--- config.mk ---
export PLATFORM = sky130hd
export DESIGN_NAME = adcie_top
export DESIGN_NICKNAME = d
export VERILOG_FILES = /design/src/rtl/adcie_pkg.sv /design/src/rtl/adcie_top.sv /design/src/rtl/adcie_ahb_front.sv
export SDC_FILE = /design/constraint.sdc
export NUM_CORES = 1
export LEC_CHECK = 0
export BUFFER_PORTS_ARGS = -buffer_cell sky130_fd_sc_hd__buf_2
export CAP_MARGIN = 20
export CORE_UTILIZATION = 46
export DETAILED_ROUTE_END_ITERATION = 7
export HOLD_SLACK_MARGIN = 0.12
export MAX_ROUTING_LAYER = met4
export PLACE_DENSITY_LB_ADDON = 0.08
export SLEW_MARGIN = 40
export SYNTH_ARGS = -nofsm -noshare
export SYNTH_HDL_FRONTEND = slang
export SYNTH_SLANG_ARGS = --single-unit
--- constraint.sdc ---
create_clock -name clk_i -period 2.55 [get_ports clk_i]
set_clock_uncertainty 0.15 [all_clocks]
set_input_delay 0.6375 -clock clk_i [delete_from_list [all_inputs] [get_ports clk_i]]
set_output_delay 0.6375 -clock clk_i [all_outputs]
set_load 0.01 [all_outputs]
--- src/rtl/adcie_pkg.sv ---
/*
  adcie_pkg: constants and carrier types of the converter interrupt enable block.
  assumes a 32-bit AHB-Lite register bus, with one aligned word per register.
*/
package adcie_pkg;

  // ************************************************************
  // register map (byte addresses)
  // ************************************************************
  localparam int ADDR_W = 12;
  localparam logic [11:0] EVT_PEND_OFS = 12'h100;
  localparam logic [11:0] INT_EN_SET_OFS = 12'h304;
  localparam logic [11:0] INT_EN_CLR_OFS = 12'h308;
  localparam logic [31:0] REG_RESET = 32'h0000_0000;
  localparam logic [31:0] UNMAPPED_RDATA = 32'h0000_0000;

  // ************************************************************
  // field positions
  // ************************************************************
  localparam int NUM_EVT = 20;
  localparam int STARTED_BIT = 0;
  localparam int BUF_END_BIT = 1;
  localparam int CONV_DONE_BIT = 2;
  localparam int RESULT_STORED_BIT = 3;
  localparam int CALIBRATION_COMPLETE_BIT = 4;
  localparam int STOPPED_BIT = 5;
  localparam int CHAN_LIMIT_BASE_BIT = 6;

  // ************************************************************
  // bus codes
  // ************************************************************
  localparam logic [1:0] HTRANS_NONSEQ = 2'h2;
  localparam logic HRESP_OKAY = 1'h0;

  // ************************************************************
  // carrier types
  // ************************************************************
  typedef logic [NUM_EVT-1:0] adcie_evt_t;

  typedef struct packed {
    logic vld;
    logic wr;
    logic [ADDR_W-1:0] addr;
  } adcie_req_t;

endpackage

--- src/rtl/adcie_top.sv ---
/*
  adcie_top: interrupt enable set/clear registers, sticky event flags and the
  interrupt line of the successive-approximation converter.
  assumes event pulses arrive one cycle wide on clk_i; AHB-Lite slave, always OKAY.
*/
`timescale 1ns/100ps

// Contract
// write one to bit 0 disables started interrupt; read shows enable
// write one to bit 1 disables buffer-end interrupt; read shows enable
// write one to bit 2 disables conversion-done interrupt; read shows enable
// write one to bit 3 disables result-stored interrupt; read shows enable
// write one to bit 4 disables calibration-complete interrupt; read shows enable
// write one to bit 5 disables stopped interrupt; read shows enable
// write one to bit 6 disables channel 0 upper limit interrupt
// write one to bit 7 disables channel 0 lower limit interrupt
// bits 8 and 9 disable channel 1 upper and lower limit
// bits 10 and 11 disable channel 2 upper and lower limit
// bits 12 and 13 disable channel 3 upper and lower limit
// bits 14 and 15 disable channel 4 upper and lower limit
// bits 16 and 17 disable channel 5 upper and lower limit
// bits 18 and 19 disable channel 6 upper and lower limit
// zero bits leave enables alone; set and clear read the same state
module adcie_top (
  // clock and reset
  input wire logic clk_i,
  input wire logic sys_rst_i,
  // ahb-lite slave
  input wire logic hsel_i,
  input wire logic [31:0] haddr_i,
  input wire logic [1:0] htrans_i,
  input wire logic hwrite_i,
  input wire logic [2:0] hsize_i,
  input wire logic [31:0] hwdata_i,
  input wire logic hready_i,
  output logic hreadyout_o,
  output logic hresp_o,
  output logic [31:0] hrdata_o,
  // converter events, one-cycle pulses
  input wire adcie_pkg::adcie_evt_t evt_i,
  // enable state and interrupt
  output adcie_pkg::adcie_evt_t int_en_o,
  output logic irq_o
);

  // ************************************************************
  // bus front end
  // ************************************************************
  adcie_pkg::adcie_req_t req;
  logic accept;

  adcie_ahb_front u_front (
    .clk_i(clk_i),
    .sys_rst_i(sys_rst_i),
    .hsel_i(hsel_i),
    .haddr_i(haddr_i),
    .htrans_i(htrans_i),
    .hwrite_i(hwrite_i),
    .hready_i(hready_i),
    .req_o(req),
    .accept_o(accept)
  );

  // ************************************************************
  // write decode
  // ************************************************************
  function automatic logic hit(input adcie_pkg::adcie_req_t r, input logic [11:0] ofs);
    hit = r.vld && r.wr && (r.addr == ofs);
  endfunction

  // pads an enable or pending vector to a bus word, unused bits read zero
  function automatic logic [31:0] widen(input adcie_pkg::adcie_evt_t v);
    widen = {{(32-adcie_pkg::NUM_EVT){1'b0}}, v};
  endfunction

  logic wr_set;
  logic wr_clr;
  logic wr_pend;
  adcie_pkg::adcie_evt_t wmask;

  assign wr_set = hit(req, adcie_pkg::INT_EN_SET_OFS);
  assign wr_clr = hit(req, adcie_pkg::INT_EN_CLR_OFS);
  assign wr_pend = hit(req, adcie_pkg::EVT_PEND_OFS);
  // write lands in the data phase, so the mask comes straight off hwdata
  assign wmask = hwdata_i[adcie_pkg::NUM_EVT-1:0];

  // ************************************************************
  // shared enable state
  // ************************************************************
  adcie_pkg::adcie_evt_t en_q;
  adcie_pkg::adcie_evt_t en_d;

  always_comb begin
    en_d = en_q;
    if (wr_set) begin
      en_d = en_q | wmask;
    end
    if (wr_clr) begin
      // each one bit drops its own enable, zero bits keep theirs
      en_d = en_q & ~wmask;
    end
  end

  always_ff @(posedge clk_i) begin
    if (sys_rst_i) begin
      en_q <= adcie_pkg::REG_RESET[adcie_pkg::NUM_EVT-1:0];
    end else begin
      en_q <= en_d;
    end
  end

  // ************************************************************
  // sticky event flags, set beats write-one clear
  // ************************************************************
  adcie_pkg::adcie_evt_t pend_q;
  adcie_pkg::adcie_evt_t pend_d;

  always_comb begin
    pend_d = pend_q;
    if (wr_pend) begin
      pend_d = pend_q & ~wmask;
    end
    pend_d = pend_d | evt_i;
  end

  always_ff @(posedge clk_i) begin
    if (sys_rst_i) begin
      pend_q <= adcie_pkg::REG_RESET[adcie_pkg::NUM_EVT-1:0];
    end else begin
      pend_q <= pend_d;
    end
  end

  // ************************************************************
  // interrupt line and enable output
  // ************************************************************
  always_ff @(posedge clk_i) begin
    if (sys_rst_i) begin
      irq_o <= 1'b0;
      int_en_o <= '0;
    end else begin
      irq_o <= |(pend_d & en_d);
      int_en_o <= en_d;
    end
  end

  // ************************************************************
  // read path
  // ************************************************************
  // read data built from next-state values so a read right after a write
  // already sees the written value
  logic [31:0] rd_mux;

  always_comb begin
    rd_mux = adcie_pkg::UNMAPPED_RDATA;
    unique case (haddr_i[adcie_pkg::ADDR_W-1:0])
      adcie_pkg::INT_EN_SET_OFS: begin
        rd_mux = widen(en_d);
      end
      adcie_pkg::INT_EN_CLR_OFS: begin
        rd_mux = widen(en_d);
      end
      adcie_pkg::EVT_PEND_OFS: begin
        rd_mux = widen(pend_d);
      end
      default: begin
        rd_mux = adcie_pkg::UNMAPPED_RDATA;
      end
    endcase
  end

  always_ff @(posedge clk_i) begin
    if (sys_rst_i) begin
      hrdata_o <= '0;
      hreadyout_o <= 1'b1;
      hresp_o <= adcie_pkg::HRESP_OKAY;
    end else begin
      if (accept && !hwrite_i) begin
        hrdata_o <= rd_mux;
      end
      hreadyout_o <= 1'b1;
      hresp_o <= adcie_pkg::HRESP_OKAY;
    end
  end
endmodule

--- src/rtl/adcie_ahb_front.sv ---
/*
  adcie_ahb_front: AHB-Lite address phase capture for the interrupt enable block.
  assumes a single master, zero wait states, single word transfers only.
*/
`timescale 1ns/100ps

module adcie_ahb_front (
  // clock and reset
  input wire logic clk_i,
  input wire logic sys_rst_i,
  // address phase
  input wire logic hsel_i,
  input wire logic [31:0] haddr_i,
  input wire logic [1:0] htrans_i,
  input wire logic hwrite_i,
  input wire logic hready_i,
  // captured request, valid during the data phase
  output adcie_pkg::adcie_req_t req_o,
  output logic accept_o
);

  adcie_pkg::adcie_req_t req_q;

  // only transfers seen with hready high are taken
  assign accept_o = hsel_i && hready_i && htrans_i[1];

  always_ff @(posedge clk_i) begin
    if (sys_rst_i) begin
      req_q <= '0;
    end else begin
      req_q.vld <= accept_o;
      req_q.wr <= accept_o && hwrite_i;
      req_q.addr <= haddr_i[adcie_pkg::ADDR_W-1:0];
    end
  end

  assign req_o = req_q;

endmodule

==> metrics list, run 1 <==
- The initial utilization of the core area, before any placement, comes to 47.51%.
- Growth of design area from synthesis to finish: 25.72%
- In the post-synthesis netlist, the cell with the most instances is dfxtp_1.
- The die covers 0.006886 mm^2.
- Buffer levels on the longest clock path: 2
* DRT Wirelength: 7425 um
- STA classifies the critical path startpoint as a flip-flop.
- In the post-synthesis netlist, the biggest area contributors are dfxtp_1 (50%), nor2_1 (8.1%), o221ai_1 (5.8%), a21oi_1 (5.3%), a21o_1 (4.7%).
* Wire length of the first global-routing pass: 12170 um
* Crit Reg-Reg Startpoint: u_front.req_o[5]$_SDFF_PP0_
* Vias in the first global route: 2636
- Final hold analysis gives a worst-case slack of 0.3444 ns.
- After detailed routing, the number of vias per cell comes to 5.208.
* Count of input and output buffers: 98
- During I/O placement, the number of pins put on the boundary was 149.
* Register-to-register setup slack: 0.12 ns
* Hold Violations, Final: 0
- For hold timing, the worst endpoint is pend_q[7]$_SDFF_PP0_.
- Worst endpoint required time: 2.61 ns
- Setup fix buffers added after clock tree synthesis: 0
* Final critical-path setup slack: 0.1173 ns
- Final setup vio count: 0
- Hold-critical path depth: 2
- The synthesized design spends more area on one cell type than any other, namely dfxtp_1.
- Area of the mapped netlist: 0.003017 mm^2
- For this run, the detailed router's first-pass iteration total came to 4.
* Clk Tree Root Cell: clkbuf_8
* Row count: 29
- Adding up every negative setup slack in the final design gives 0 ns.
* DRC violations left: 0
- Detailed routing placed a total of 410 um of wire on met3.
- Post-route fraction of the period consumed by the critical path: 95.40%
- Clock-pin slew on the worst setup and hold paths: 0.08 ns
- Total of warnings raised by yosys: 0
- Floorplan die width: 82.98 um
- Buffers inserted to repair hold after CTS numbered 0.
* Top-area cell type share of the netlist area: 49.77%
- Unrepaired setup endpoints after global routing: no
- For this design the ratio of total power to cell area is 662.7 mW/mm^2.
- The count of cells in the finished layout, fillers not included, comes to 519.
- The routed design uses 3485 um of met2 wire.
- Largest net degree at the start of global routing: 41
* Path category of the worst min-delay check: flip-flop to flip-flop
- A synthesized cell averages 8.821 um^2.
- Routed signal wires occupy layers up through met4.
* Prevailing post-synth register cell: dfxtp_1
- Total via count in the routed design: 2703
- Maximum resistive drop on vdd: 0.0005002 V
* Async SR Flop Fraction: 0%
- Clk_lat worst skew: 0.33 ns
- Largest driver fanout on the critical path: 16
* Inst Count DP: 504
- The analysis attributes to cell leakage a power of 1.676 nW.
* Count of antenna diodes in the layout: 0
- TritonCTS created 9 clock buffers.
* Worst setup path class: flip-flop to flip-flop
* Number of synthesized register bits: 75
* # Max-Cap Violations: 0
- Upper clock frequency limit: 0.4111 GHz
* DP Area: 0.003552 mm^2
- # clock sinks: 75
- For this run, the register share of the synthesized area comes to 49.77%.
* Die height: 82.98 um
- Fraction of layout cells with a size suffix above 1: 29.19%
- The worst hold path begins at pend_q[7]$_SDFF_PP0_.
- OpenSTA, run right after detailed placement, puts the worst setup slack at 0.01839 ns.
- NumNets Final: 532
- Detailed placer's ending HPWL: 5104 um
- Critical Path AT: 2.49 ns
- Shortest period the worst path allows: 2.433 ns
- In the final routed layout, each cell accounts on average for 14.31 um.
- The initial antenna violation count came to 0.
* Post-synth EDFFs: 0
* Overall overflow remaining after global route: 0
- The H-tree generated during clock tree synthesis spans 3 levels.
- Result of the run: completed
- Synthesis produced a netlist whose cell count is 342.
* Number of different library cells in the post-synthesis netlist: 33
- Global routing used 23.04% of the available tracks.
* Worst r2r dst: irq_o$_SDFF_PP0_
* DRT iter0 DRCs: 123
- R2R cell count: 8
- The detail route stage leaves a number of antenna-violating nets equal to 0.
- In this run the standard cell core region covers 0.006350 mm^2.
- TritonCTS built the clock tree.
- After routing the design area is 0.003792 mm^2.
* CP endpoint kind: flip-flop
* Count of instances resized after the clock tree is built: 0
* GP Congestion: 0.7724
* Top cells by instance count after synthesis: dfxtp_1 (75), nor2_1 (65), a21oi_1 (32)
* Met1 wire length: 3453 um
* Slew Viols, Final: 0
## cells in the final DEF, fill, tap and decap left out, types with 2 or more instances in the layout
master and instances:
clkbuf_8 10, buf_2 98, nand2_1 12, nor3_1 2, o221ai_1 20, nor4_1 2, bufinv_16 3, dfxtp_1 75
nor2_1 64, a21o_1 19, o21ai_0 27, conb_1 14, nand3_1 3, buf_12 2, a21oi_1 32, buf_4 9
nand3b_1 8, nor2b_1 12, inv_1 2, o22ai_1 10, and4_1 2
## layer usage
metal,vias up,GRT usage (%)
li1,1382,-
met1,1244,28.69
met2,70,36.96
met3,7,5.765
met4,0,7.053
met5,-,-
## where the power goes
part           switching, W  total (W)  internal (W)  leakage [nW]
Sequential        0.0000168    0.00123       0.00121         0.616
Combinational      0.000101   0.000176     0.0000749         0.941
Clock              0.000432    0.00111      0.000674         0.120
## area by class of cell
cell class,instances,area (um^2)
Clock buffer,11,141.4
Tap cell,77,96.34
Fill cell,587,2557
Multi-Input combinational cell,241,1349
Clock inverter,4,98.84
Inverter,2,7.507
Timing Repair Buffer,109,598.1
Sequential cell,75,1501
## state kept, by name, summed over array words and instances, names as in the netlist
| register | cells |
|---|---|
| u_front.req_o | 14 |
| pend_q | 20 |
| hrdata_o | 20 |
| int_en_o | 20 |
| irq_o | 1 |
## cells by family after synthesis
group / after synthesis / share of synthesized area, %
and+or+nand+nor: 115 / 19.54
AOI/OAI and AO/OA: 111 / 23.06
DFF: 75 / 49.77
buffers and inverters: 38 / 7.093
other: 2 / 0.2490
xor gates and xnor gates: 1 / 0.2904
## worst max-delay path, cell delays in order (launching register included)
cell     delay, ns
dfxtp_1       0.33
nor4_4        0.33
nand4_2       0.17
nor4b_4       0.33
buf_12        0.20
a21o_1        0.18
o22ai_1       0.09
nor4_1        0.39
a31oi_1       0.14
## worst max path at each step
stage | from | endpoint | slack [ns] | cells after the start
CTS | u_front.req_o[5]$_SDFF_PP0_ | irq_o$_SDFF_PP0_ | 0.13 | 8
floorplan | haddr_i[4] | hrdata_o[11]$_SDFFE_PP0P_ | 0.35 | 7
detailed placement | haddr_i[4] | hrdata_o[17]$_SDFFE_PP0P_ | 0.02 | 8
finish | u_front.req_o[5]$_SDFF_PP0_ | irq_o$_SDFF_PP0_ | 0.12 | 8
global route | u_front.req_o[5]$_SDFF_PP0_ | irq_o$_SDFF_PP0_ | 0.005 | 8
global placement | haddr_i[4] | hrdata_o[17]$_SDFFE_PP0P_ | 0.02 | 8
## per-stage QoR
| stage | power [W] | util [%] |
|---|---|---|
| floorplan | 0.001364 | - |
| global placement | 0.001431 | 55.94 |
| finish | 0.002513 | 59.72 |
| global route | 0.002613 | 59.72 |
| CTS | 0.002528 | 59.72 |
| detailed placement | 0.001434 | 55.94 |
(Power assumes the default switching activity.)
==> run 2: changes to the inputs <==
--- a/config.mk
+++ b/config.mk
@@ -5,13 +5,14 @@
 export SDC_FILE = /design/constraint.sdc
 export NUM_CORES = 1
 export LEC_CHECK = 0
-export BUFFER_PORTS_ARGS = -buffer_cell sky130_fd_sc_hd__buf_2
+export BUFFER_PORTS_ARGS = -buffer_cell sky130_fd_sc_hd__buf_4
 export CAP_MARGIN = 20
 export CORE_UTILIZATION = 46
 export DETAILED_ROUTE_END_ITERATION = 7
 export HOLD_SLACK_MARGIN = 0.12
 export MAX_ROUTING_LAYER = met4
 export PLACE_DENSITY_LB_ADDON = 0.08
+export SETUP_SLACK_MARGIN = 0.4
 export SLEW_MARGIN = 40
 export SYNTH_ARGS = -nofsm -noshare
 export SYNTH_HDL_FRONTEND = slang
==> run 2 against run 1 <==
Against the previous run: wire length up 6.0%; cell count grew 0.19%; global-route usage increased by 0.46 points; register-to-register slack improved by 0.11 ns; die area stayed put; non-clock buffer count down 2; sequential power barely moved; combinational power increased by 22%; critical path type unchanged; largest cell class unchanged.
==> metrics list, run 2 (synthesis gave the netlist of run 1 again) <==
- CP Cell Sequence: nor4_4 -> nand4_2 -> nor4b_4 -> buf_12 -> a21o_1 -> o22ai_1 -> nor4_2 -> a31oi_1 (was nor4_4 -> nand4_2 -> nor4b_4 -> buf_12 -> a21o_1 -> o22ai_1 -> nor4_1 -> a31oi_1)
* Setup fix buffers added after clock tree synthesis: 0 (unchanged)
- The clock transition at the registers of the reported paths was 0.07 ns (was 0.08 ns).
- The overall die width is 82.98 um (unchanged).
- Clk Tree Root Cell: clkbuf_8 (unchanged)
* Slew Viols, Final: 0 (unchanged)
- The final HPWL from detailed placement is 5287 um (was 5104 um).
- Top library cells by usage in the layout, fill and taps aside: buf_4 (104), dfxtp_1 (75), nor2_1 (64) (was buf_2 (98), dfxtp_1 (75), nor2_1 (64))
* CP endpoint kind: flip-flop (unchanged)
* Count of input and output buffers: 98 (unchanged)
- Initial Utilization: 47.51% (unchanged)
- Post-route ant nets: 0 (unchanged)
- The buffer levels on the longest clock path came to 2 (unchanged).
* Largest net degree at the start of global routing: 40 (was 41)
- The logic depth of the worst register-to-register path was 8 (unchanged).
* Hold Violations, Final: 0 (unchanged)
* Total routing resource utilization after global routing: 23.51% (was 23.04%)
* IO Pins: 149 (unchanged)
- Final design area excluding fillers: 0.004066 mm^2 (was 0.003792 mm^2)
- The longest individual stage delay on the worst path was 0.33 ns (was 0.39 ns).
- Average wire length per cell after detail routing: 15.13 um (was 14.31 um)
* Power density over cell area: 592.2 mW/mm^2 (was 662.7 mW/mm^2)
- The maximum VDD drop is 0.0003549 V (was 0.0005002 V).
* Result of the run: completed (unchanged)
- Worst hold margin: 0.3386 ns (was 0.3444 ns)
- Crit path max-delay family: simple AND/OR/NAND/NOR gates (unchanged)
- Number of buffers and inverters on the critical path: 1 (unchanged)
* Die height: 82.98 um (unchanged)
* Total CTS buffers: 9 (unchanged)
- Worst setup path class: flip-flop to flip-flop (unchanged)
- CTS H-tree lvls: 3 (unchanged)
- Critical Path AT: 2.39 ns (was 2.49 ns)
- Filler cell count: 566 (was 587)
* Cell type of the slowest stage on the worst timing path: dfxtp_1 (was nor4_1)
- The number of optimization iterations in the first detailed-route pass was 4 (unchanged).
- Overall overflow remaining after global route: 0 (unchanged)
* Path category of the worst min-delay check: flip-flop to flip-flop (unchanged)
* Logic depth of the worst setup path including buffers: 8 (unchanged)
- DRT iter0 DRCs: 81 (was 123)
* GP Congestion: 0.7727 (was 0.7724)
* Inst Count DP: 502 (was 504)
* Leading cell type in the layout, fill and taps excluded: buf_4 (was buf_2)
* Total via count in the routed design: 2802 (was 2703)
* DRT Wirelength: 7869 um (was 7425 um)
- Final Total Pwr: 0.002408 W (was 0.002513 W)
- The area of the multi-input gates is 0.001408 mm^2 (was 0.001349 mm^2).
- Final-layout setup total negative slack: 0 ns (unchanged)
- Shortest period the worst path allows: 2.320 ns (was 2.433 ns)
- Clock tree from TritonCTS: yes (unchanged)
- The leakage dissipation came to 1.721 nW (was 1.676 nW).
- Wire length of the first global-routing pass: 12430 um (was 12170 um)
- The number of global-route vias before repair is 2644 (was 2636).
* Fraction of layout cells with a size suffix above 1: 31.15% (was 29.19%)
- The required time reported for the critical path endpoint came to 2.62 ns (was 2.61 ns).
- Largest registers ranked by flip-flop count: hrdata_o x20, int_en_o x20, pend_q x20 (unchanged).
- Unrepaired setup endpoints after global routing: yes (was no)
- Final Non-Filler Cells: 520 (was 519)
- The clock insertion delay at the later pin of the skew report is 0.35 ns (was 0.33 ns).
- CP startpoint kind: flip-flop (unchanged)
- Final setup vio count: 0 (unchanged)
- Growth of design area from synthesis to finish: 34.80% (was 25.72%)
* DP Area: 0.003805 mm^2 (was 0.003552 mm^2)
- Die Footprint: 0.006886 mm^2 (unchanged)
- The area of the placeable core was 0.006350 mm^2 (unchanged).
- Initial antenna violation count: 0 (unchanged)
- The total number of clock tree sinks was 75 (unchanged).
* Post-route fraction of the period consumed by the critical path: 90.97% (was 95.40%)
- Area of all sequential standard cells: 0.001501 mm^2 (unchanged)
* Count of antenna diodes in the layout: 0 (unchanged)
- Row count: 29 (unchanged)
* DRC violations left: 0 (unchanged)
* Largest driver fanout on the critical path: 20 (was 16)
* NumNets Final: 532 (unchanged)
* Upper clock frequency limit: 0.4311 GHz (was 0.4111 GHz)
* # Max-Cap Violations: 0 (unchanged)
- The average vias per placed instance came to 5.388 (was 5.208).
* Hold-critical path depth: 2 (unchanged)
-- run 2: path summary, 6_finish.rpt --
kind,start,endpoint,slack (ns)
worst max-delay path,u_front.req_o[5]$_SDFF_PP0_,irq_o$_SDFF_PP0_,0.23
worst min-delay path,pend_q[18]$_SDFF_PP0_,pend_q[18]$_SDFF_PP0_,0.34
worst max register to register,u_front.req_o[5]$_SDFF_PP0_,irq_o$_SDFF_PP0_,0.23
worst min register to register,pend_q[18]$_SDFF_PP0_,pend_q[18]$_SDFF_PP0_,0.34
-- run 2: what timing repair did --
action	in CTS	in global routing
hold buffers	0	0
resized for setup	2	7
gates cloned	0	2
endpoints found under the setup margin	1	19
pin swaps	0	3
-- run 2: power breakdown --
part           total (W)  leakage [nW]  switching (W)  internal (W)
combinational   0.000214         0.997       0.000106      0.000108
clock           0.000962         0.108       0.000433      0.000529
sequential       0.00123         0.616      0.0000177       0.00121
-- run 2: metrics by stage --
step / worst slack (ns) / utilization [%]
6_report: 0.2303 / 64.04
5_1_grt: 0.1246 / 64.04
4_1_cts: 0.2185 / 63.39
3_5_place_dp: 0.09408 / 59.92
3_3_place_gp: 0.1202 / 59.92
2_1_floorplan: 0.4321 / -
-- run 2: routing by layer --
layer	up-vias	global-route usage [%]	share of wire, %
met1	1302	27.92	43
met4	0	10.34	1.6
li1	1392	-	-
met2	95	37.70	48
met5	-	-	0
met3	13	5.964	7.4
-- run 2: final cells by class --
type	instances	share of cell area [%]
clock inverters	4	1.169
clock buffers	12	4.062
repair buffers	107	20.68
inverters	2	0.1846
flip-flops and latches	75	36.92
well taps	77	2.369
multi-input cells	243	34.62
-- run 2: tightest hold or removal path, cell delays in order, from the launching register on --
cell and delay (ns):
dfxtp_1 0.33, a21oi_2 0.06, nor2_1 0.06
==> run 3: changes to the inputs <==
--- a/config.mk
+++ b/config.mk
@@ -7,11 +7,13 @@
 export LEC_CHECK = 0
 export BUFFER_PORTS_ARGS = -buffer_cell sky130_fd_sc_hd__buf_4
 export CAP_MARGIN = 20
-export CORE_UTILIZATION = 46
+export CELL_PAD_IN_SITES_DETAIL_PLACEMENT = 0
+export CELL_PAD_IN_SITES_GLOBAL_PLACEMENT = 1
+export CORE_UTILIZATION = 32
 export DETAILED_ROUTE_END_ITERATION = 7
 export HOLD_SLACK_MARGIN = 0.12
 export MAX_ROUTING_LAYER = met4
-export PLACE_DENSITY_LB_ADDON = 0.08
+export PLACE_DENSITY = 0.85
 export SETUP_SLACK_MARGIN = 0.4
 export SLEW_MARGIN = 40
 export SYNTH_ARGS = -nofsm -noshare
==> run 3 against run 2 <==
Against the previous run: wire length rose by 9.0%; cell count rose by 11%; first-iteration DRC count shrank 2.5%; clock power grew 7%; sequential power hardly changed; clock-buffer cell count shrank 1; design area increased by 12%; register-to-register slack got worse by 0.099 ns; sequential cell count unchanged; critical path depth grew 2; utilization fell by 15 points; setup slack worse by 0.099 ns; critical path type unchanged; critical endpoint unchanged; highest routed layer unchanged.
==> metrics list, run 3 (synthesis gave the netlist of run 1 again) <==
* Result of the run: completed (unchanged)
* DRT Wirelength: 8578 um (was 7869 um)
- The cell with the largest stage delay on the worst path is nor4_4 (was dfxtp_1).
- The required time reported for the critical path endpoint was 2.62 ns (about the same).
- Average wire length per cell after detail routing: 14.92 um (was 15.13 um)
- The final HPWL from detailed placement was 5820 um (was 5287 um).
- CP startpoint kind: flip-flop (unchanged)
* Worst setup path class: flip-flop to flip-flop (unchanged)
- The starting utilization of the core area was 32.80% (was 47.51%).
- The power share of the combinational group came to 9.5% (was 8.9%).
* NumNets Final: 553 (was 532)
- Hold Violations, Final: 0 (unchanged)
- Leakage power figure: 1.873 nW (was 1.721 nW)
* Die height: 99.09 um (was 82.98 um)
* DRC violations left: 0 (unchanged)
- Final Non-Filler Cells: 575 (was 520)
- The net switching component of the power was 0.0005845 W (was 0.0005570 W).
- Final Total Pwr: 0.002504 W (was 0.002408 W)
* Upper clock frequency limit: 0.4135 GHz (was 0.4311 GHz)
- Total routing resource utilization after global routing: 18.04% (was 23.51%)
- The slack of the critical path came to 0.1317 ns (was 0.2303 ns).
* Largest driver fanout on the critical path: 4 (was 20)
* Path category of the worst min-delay check: flip-flop to flip-flop (unchanged)
- First-pass detailed-route iteration total: 4 (unchanged)
* Count of input and output buffers: 98 (unchanged)
* Critical Path AT: 2.49 ns (was 2.39 ns)
* Largest net degree at the start of global routing: 41 (was 40)
- Leading cell type in the layout, fill and taps excluded: buf_4 (unchanged)
- The overall die width came to 99.09 um (was 82.98 um).
* Total via count in the routed design: 2821 (was 2802)
- The number of global-route vias before repair was 2668 (was 2644).
- The fraction of final layout cells sized beyond drive strength 1 came to 42.03% (was 31.15%).
- The number of filler cells placed in the layout was 891 (was 566).
- The footprint of the flip-flops and latches was 0.001504 mm^2 (was 0.001501 mm^2).
- The global-route wire length before repair was 13340 um (was 12430 um).
* CP most frequent cell: buf_6
- The count of nets left with antenna violations after detail routing was 0 (unchanged).
- Buffer levels on the longest clock path: 2 (unchanged)
* Row count: 35 (was 29)
- IO Pins: 149 (unchanged)
* Post-layout util: 49.31% (was 64.04%)
- Unrepaired setup endpoints after global routing: yes (unchanged).
- The initial antenna violation count is 0 (unchanged).
* Combined area of the multi-input logic cells: 0.001589 mm^2 (was 0.001408 mm^2)
* Ratio of routed vias to standard cells: 4.906 (was 5.388)
- Part of the power in registers: 49.4% (was 51.2%)
- The maximum VDD drop is 0.0002828 V (was 0.0003549 V).
- Crit path max-delay family: simple AND/OR/NAND/NOR gates (unchanged)
- Grt met2 use: 28.35% (was 37.70%)
- Clk Tree Root Cell: clkbuf_8 (unchanged)
* Clock-pin slew on the worst setup and hold paths: 0.09 ns (was 0.07 ns)
* Switching share of power: 23.34% (was 23.13%)
* Post-route fraction of the period consumed by the critical path: 94.84% (was 90.97%)
* CP endpoint kind: flip-flop (unchanged)
* Total CTS buffers: 9 (unchanged)
- The clock tree from TritonCTS was yes (unchanged).
* Most utilized layer in the global route result: met2 (unchanged)
* GP Congestion: 0.7551 (was 0.7727)
- Slew Viols, Final: 0 (unchanged)
- The final hold slack came to 0.3486 ns (was 0.3386 ns).
- Inst Count DP: 538 (was 502)
- The antenna diode count came to 0 (unchanged).
* Global-route met3 utilization: 4.287% (was 5.964%)
- Number of buffers and inverters on the critical path: 3 (was 1)
* Cts hold-fix bufs: 0 (unchanged)
- Overall overflow remaining after global route: 0 (unchanged)
- Final setup vio count: 0 (unchanged)
- Power density over cell area: 552.3 mW/mm^2 (was 592.2 mW/mm^2)
- Top library cells by usage in the layout, fill and taps aside: buf_4 (114), dfxtp_1 (73), nor2_1 (64) (was buf_4 (104), dfxtp_1 (75), nor2_1 (64)).
* Largest registers ranked by flip-flop count: hrdata_o x20, int_en_o x20, pend_q x20 (unchanged)
* Clock network fraction of design power: 41.1% (was 39.9%)
- The maximum level of the CTS H-tree was 3 (unchanged).
- CP Cell Sequence: nor4_4 -> nand4_2 -> nor4b_4 -> buf_4 -> buf_6 -> buf_6 -> a21o_1 -> o22ai_2 -> nor4_2 -> a31oi_1 (was nor4_4 -> nand4_2 -> nor4b_4 -> buf_12 -> a21o_1 -> o22ai_1 -> nor4_2 -> a31oi_1).
- # Max-Cap Violations: 0 (unchanged)
* Delay of the slowest cell on the worst path: 0.34 ns (was 0.33 ns)
- DRT iter0 DRCs: 79 (was 81)
- The area of the placeable core is 0.009196 mm^2 (was 0.006350 mm^2).
* Minimum setup slack after placement: 0.05485 ns (was 0.09408 ns)
* Growth of design area from synthesis to finish: 50.31% (was 34.80%)
* # clock sinks: 75 (unchanged)
* Clk_lat worst skew: 0.35 ns (about the same)
- The design internal power was 0.001920 W (was 0.001851 W).
- Shortest period the worst path allows: 2.418 ns (was 2.320 ns)
- The met1 usage in global routing came to 23.04% (was 27.92%).
- The area enclosed by the die boundary was 0.009819 mm^2 (was 0.006886 mm^2).
## run 3: cell count changes in the layout (fill, tap and decap cells not counted), sizes merged
cell	delta
clkinv	-1
bufinv	+1
buf	+23
or4	-2
clkbuf	-1
inv	+1
## run 3: cell type report
class                   count  share of cell area (%)
multi-input cells         241                   35.04
clock buffers              11                   3.118
flip-flops and latches     75                   33.17
well taps                 111                   3.063
repair buffers            130                   23.57
inverters                   2                  0.1656
clock inverters             5                   1.876
## run 3: power by group through the flow
stage               combinational (W)  sequential [W]  clock, W
floorplan                    0.000104         0.00126         0
global placement             0.000205         0.00126         0
detailed placement           0.000209         0.00126         0
CTS                          0.000215         0.00123   0.00105
global route                 0.000263         0.00124   0.00111
finish                       0.000238         0.00124   0.00103
## run 3: final timing paths
kind | from | to | slack, ns | cells after the start
worst min-delay path | pend_q[4]$_SDFF_PP0_ | pend_q[4]$_SDFF_PP0_ | 0.35 | 2
worst max register to register | u_front.req_o[5]$_SDFF_PP0_ | irq_o$_SDFF_PP0_ | 0.13 | 10
worst min register to register | pend_q[4]$_SDFF_PP0_ | pend_q[4]$_SDFF_PP0_ | 0.35 | 2
worst max-delay path | u_front.req_o[5]$_SDFF_PP0_ | irq_o$_SDFF_PP0_ | 0.13 | 10
## run 3: timing repair
action | in CTS | in global routing
resized for setup | 12 | 85
setup endpoints to repair | 7 | 22
setup buffers | 7 | 12
pin swaps | 11 | 51
cloned | 1 | 1
## run 3: per-layer routing
metal | wire length [um] | share of wire [%] | up-vias
li1 | - | - | 1425
met1 | 3847 | 45 | 1310
met2 | 4187 | 49 | 78
met3 | 428 | 5.0 | 8
met4 | 115 | 1.3 | 0
met5 | 0 | 0 | -
## run 3: worst min-delay path, cell delays in order, from the launching register on
cell and delay, ns:
dfxtp_1 0.33, a21oi_2 0.07, nor2_1 0.07
## run 3: stage by stage
| step | TNS (ns) | instance area (um^2) |
|---|---|---|
| after floorplan | 0 | 3083 |
| after global placement | 0 | 3850 |
| after detailed placement | 0 | 3850 |
| after CTS | 0 | 4178 |
| after global routing | -0.02457 | 4534 |
| final | 0 | 4534 |
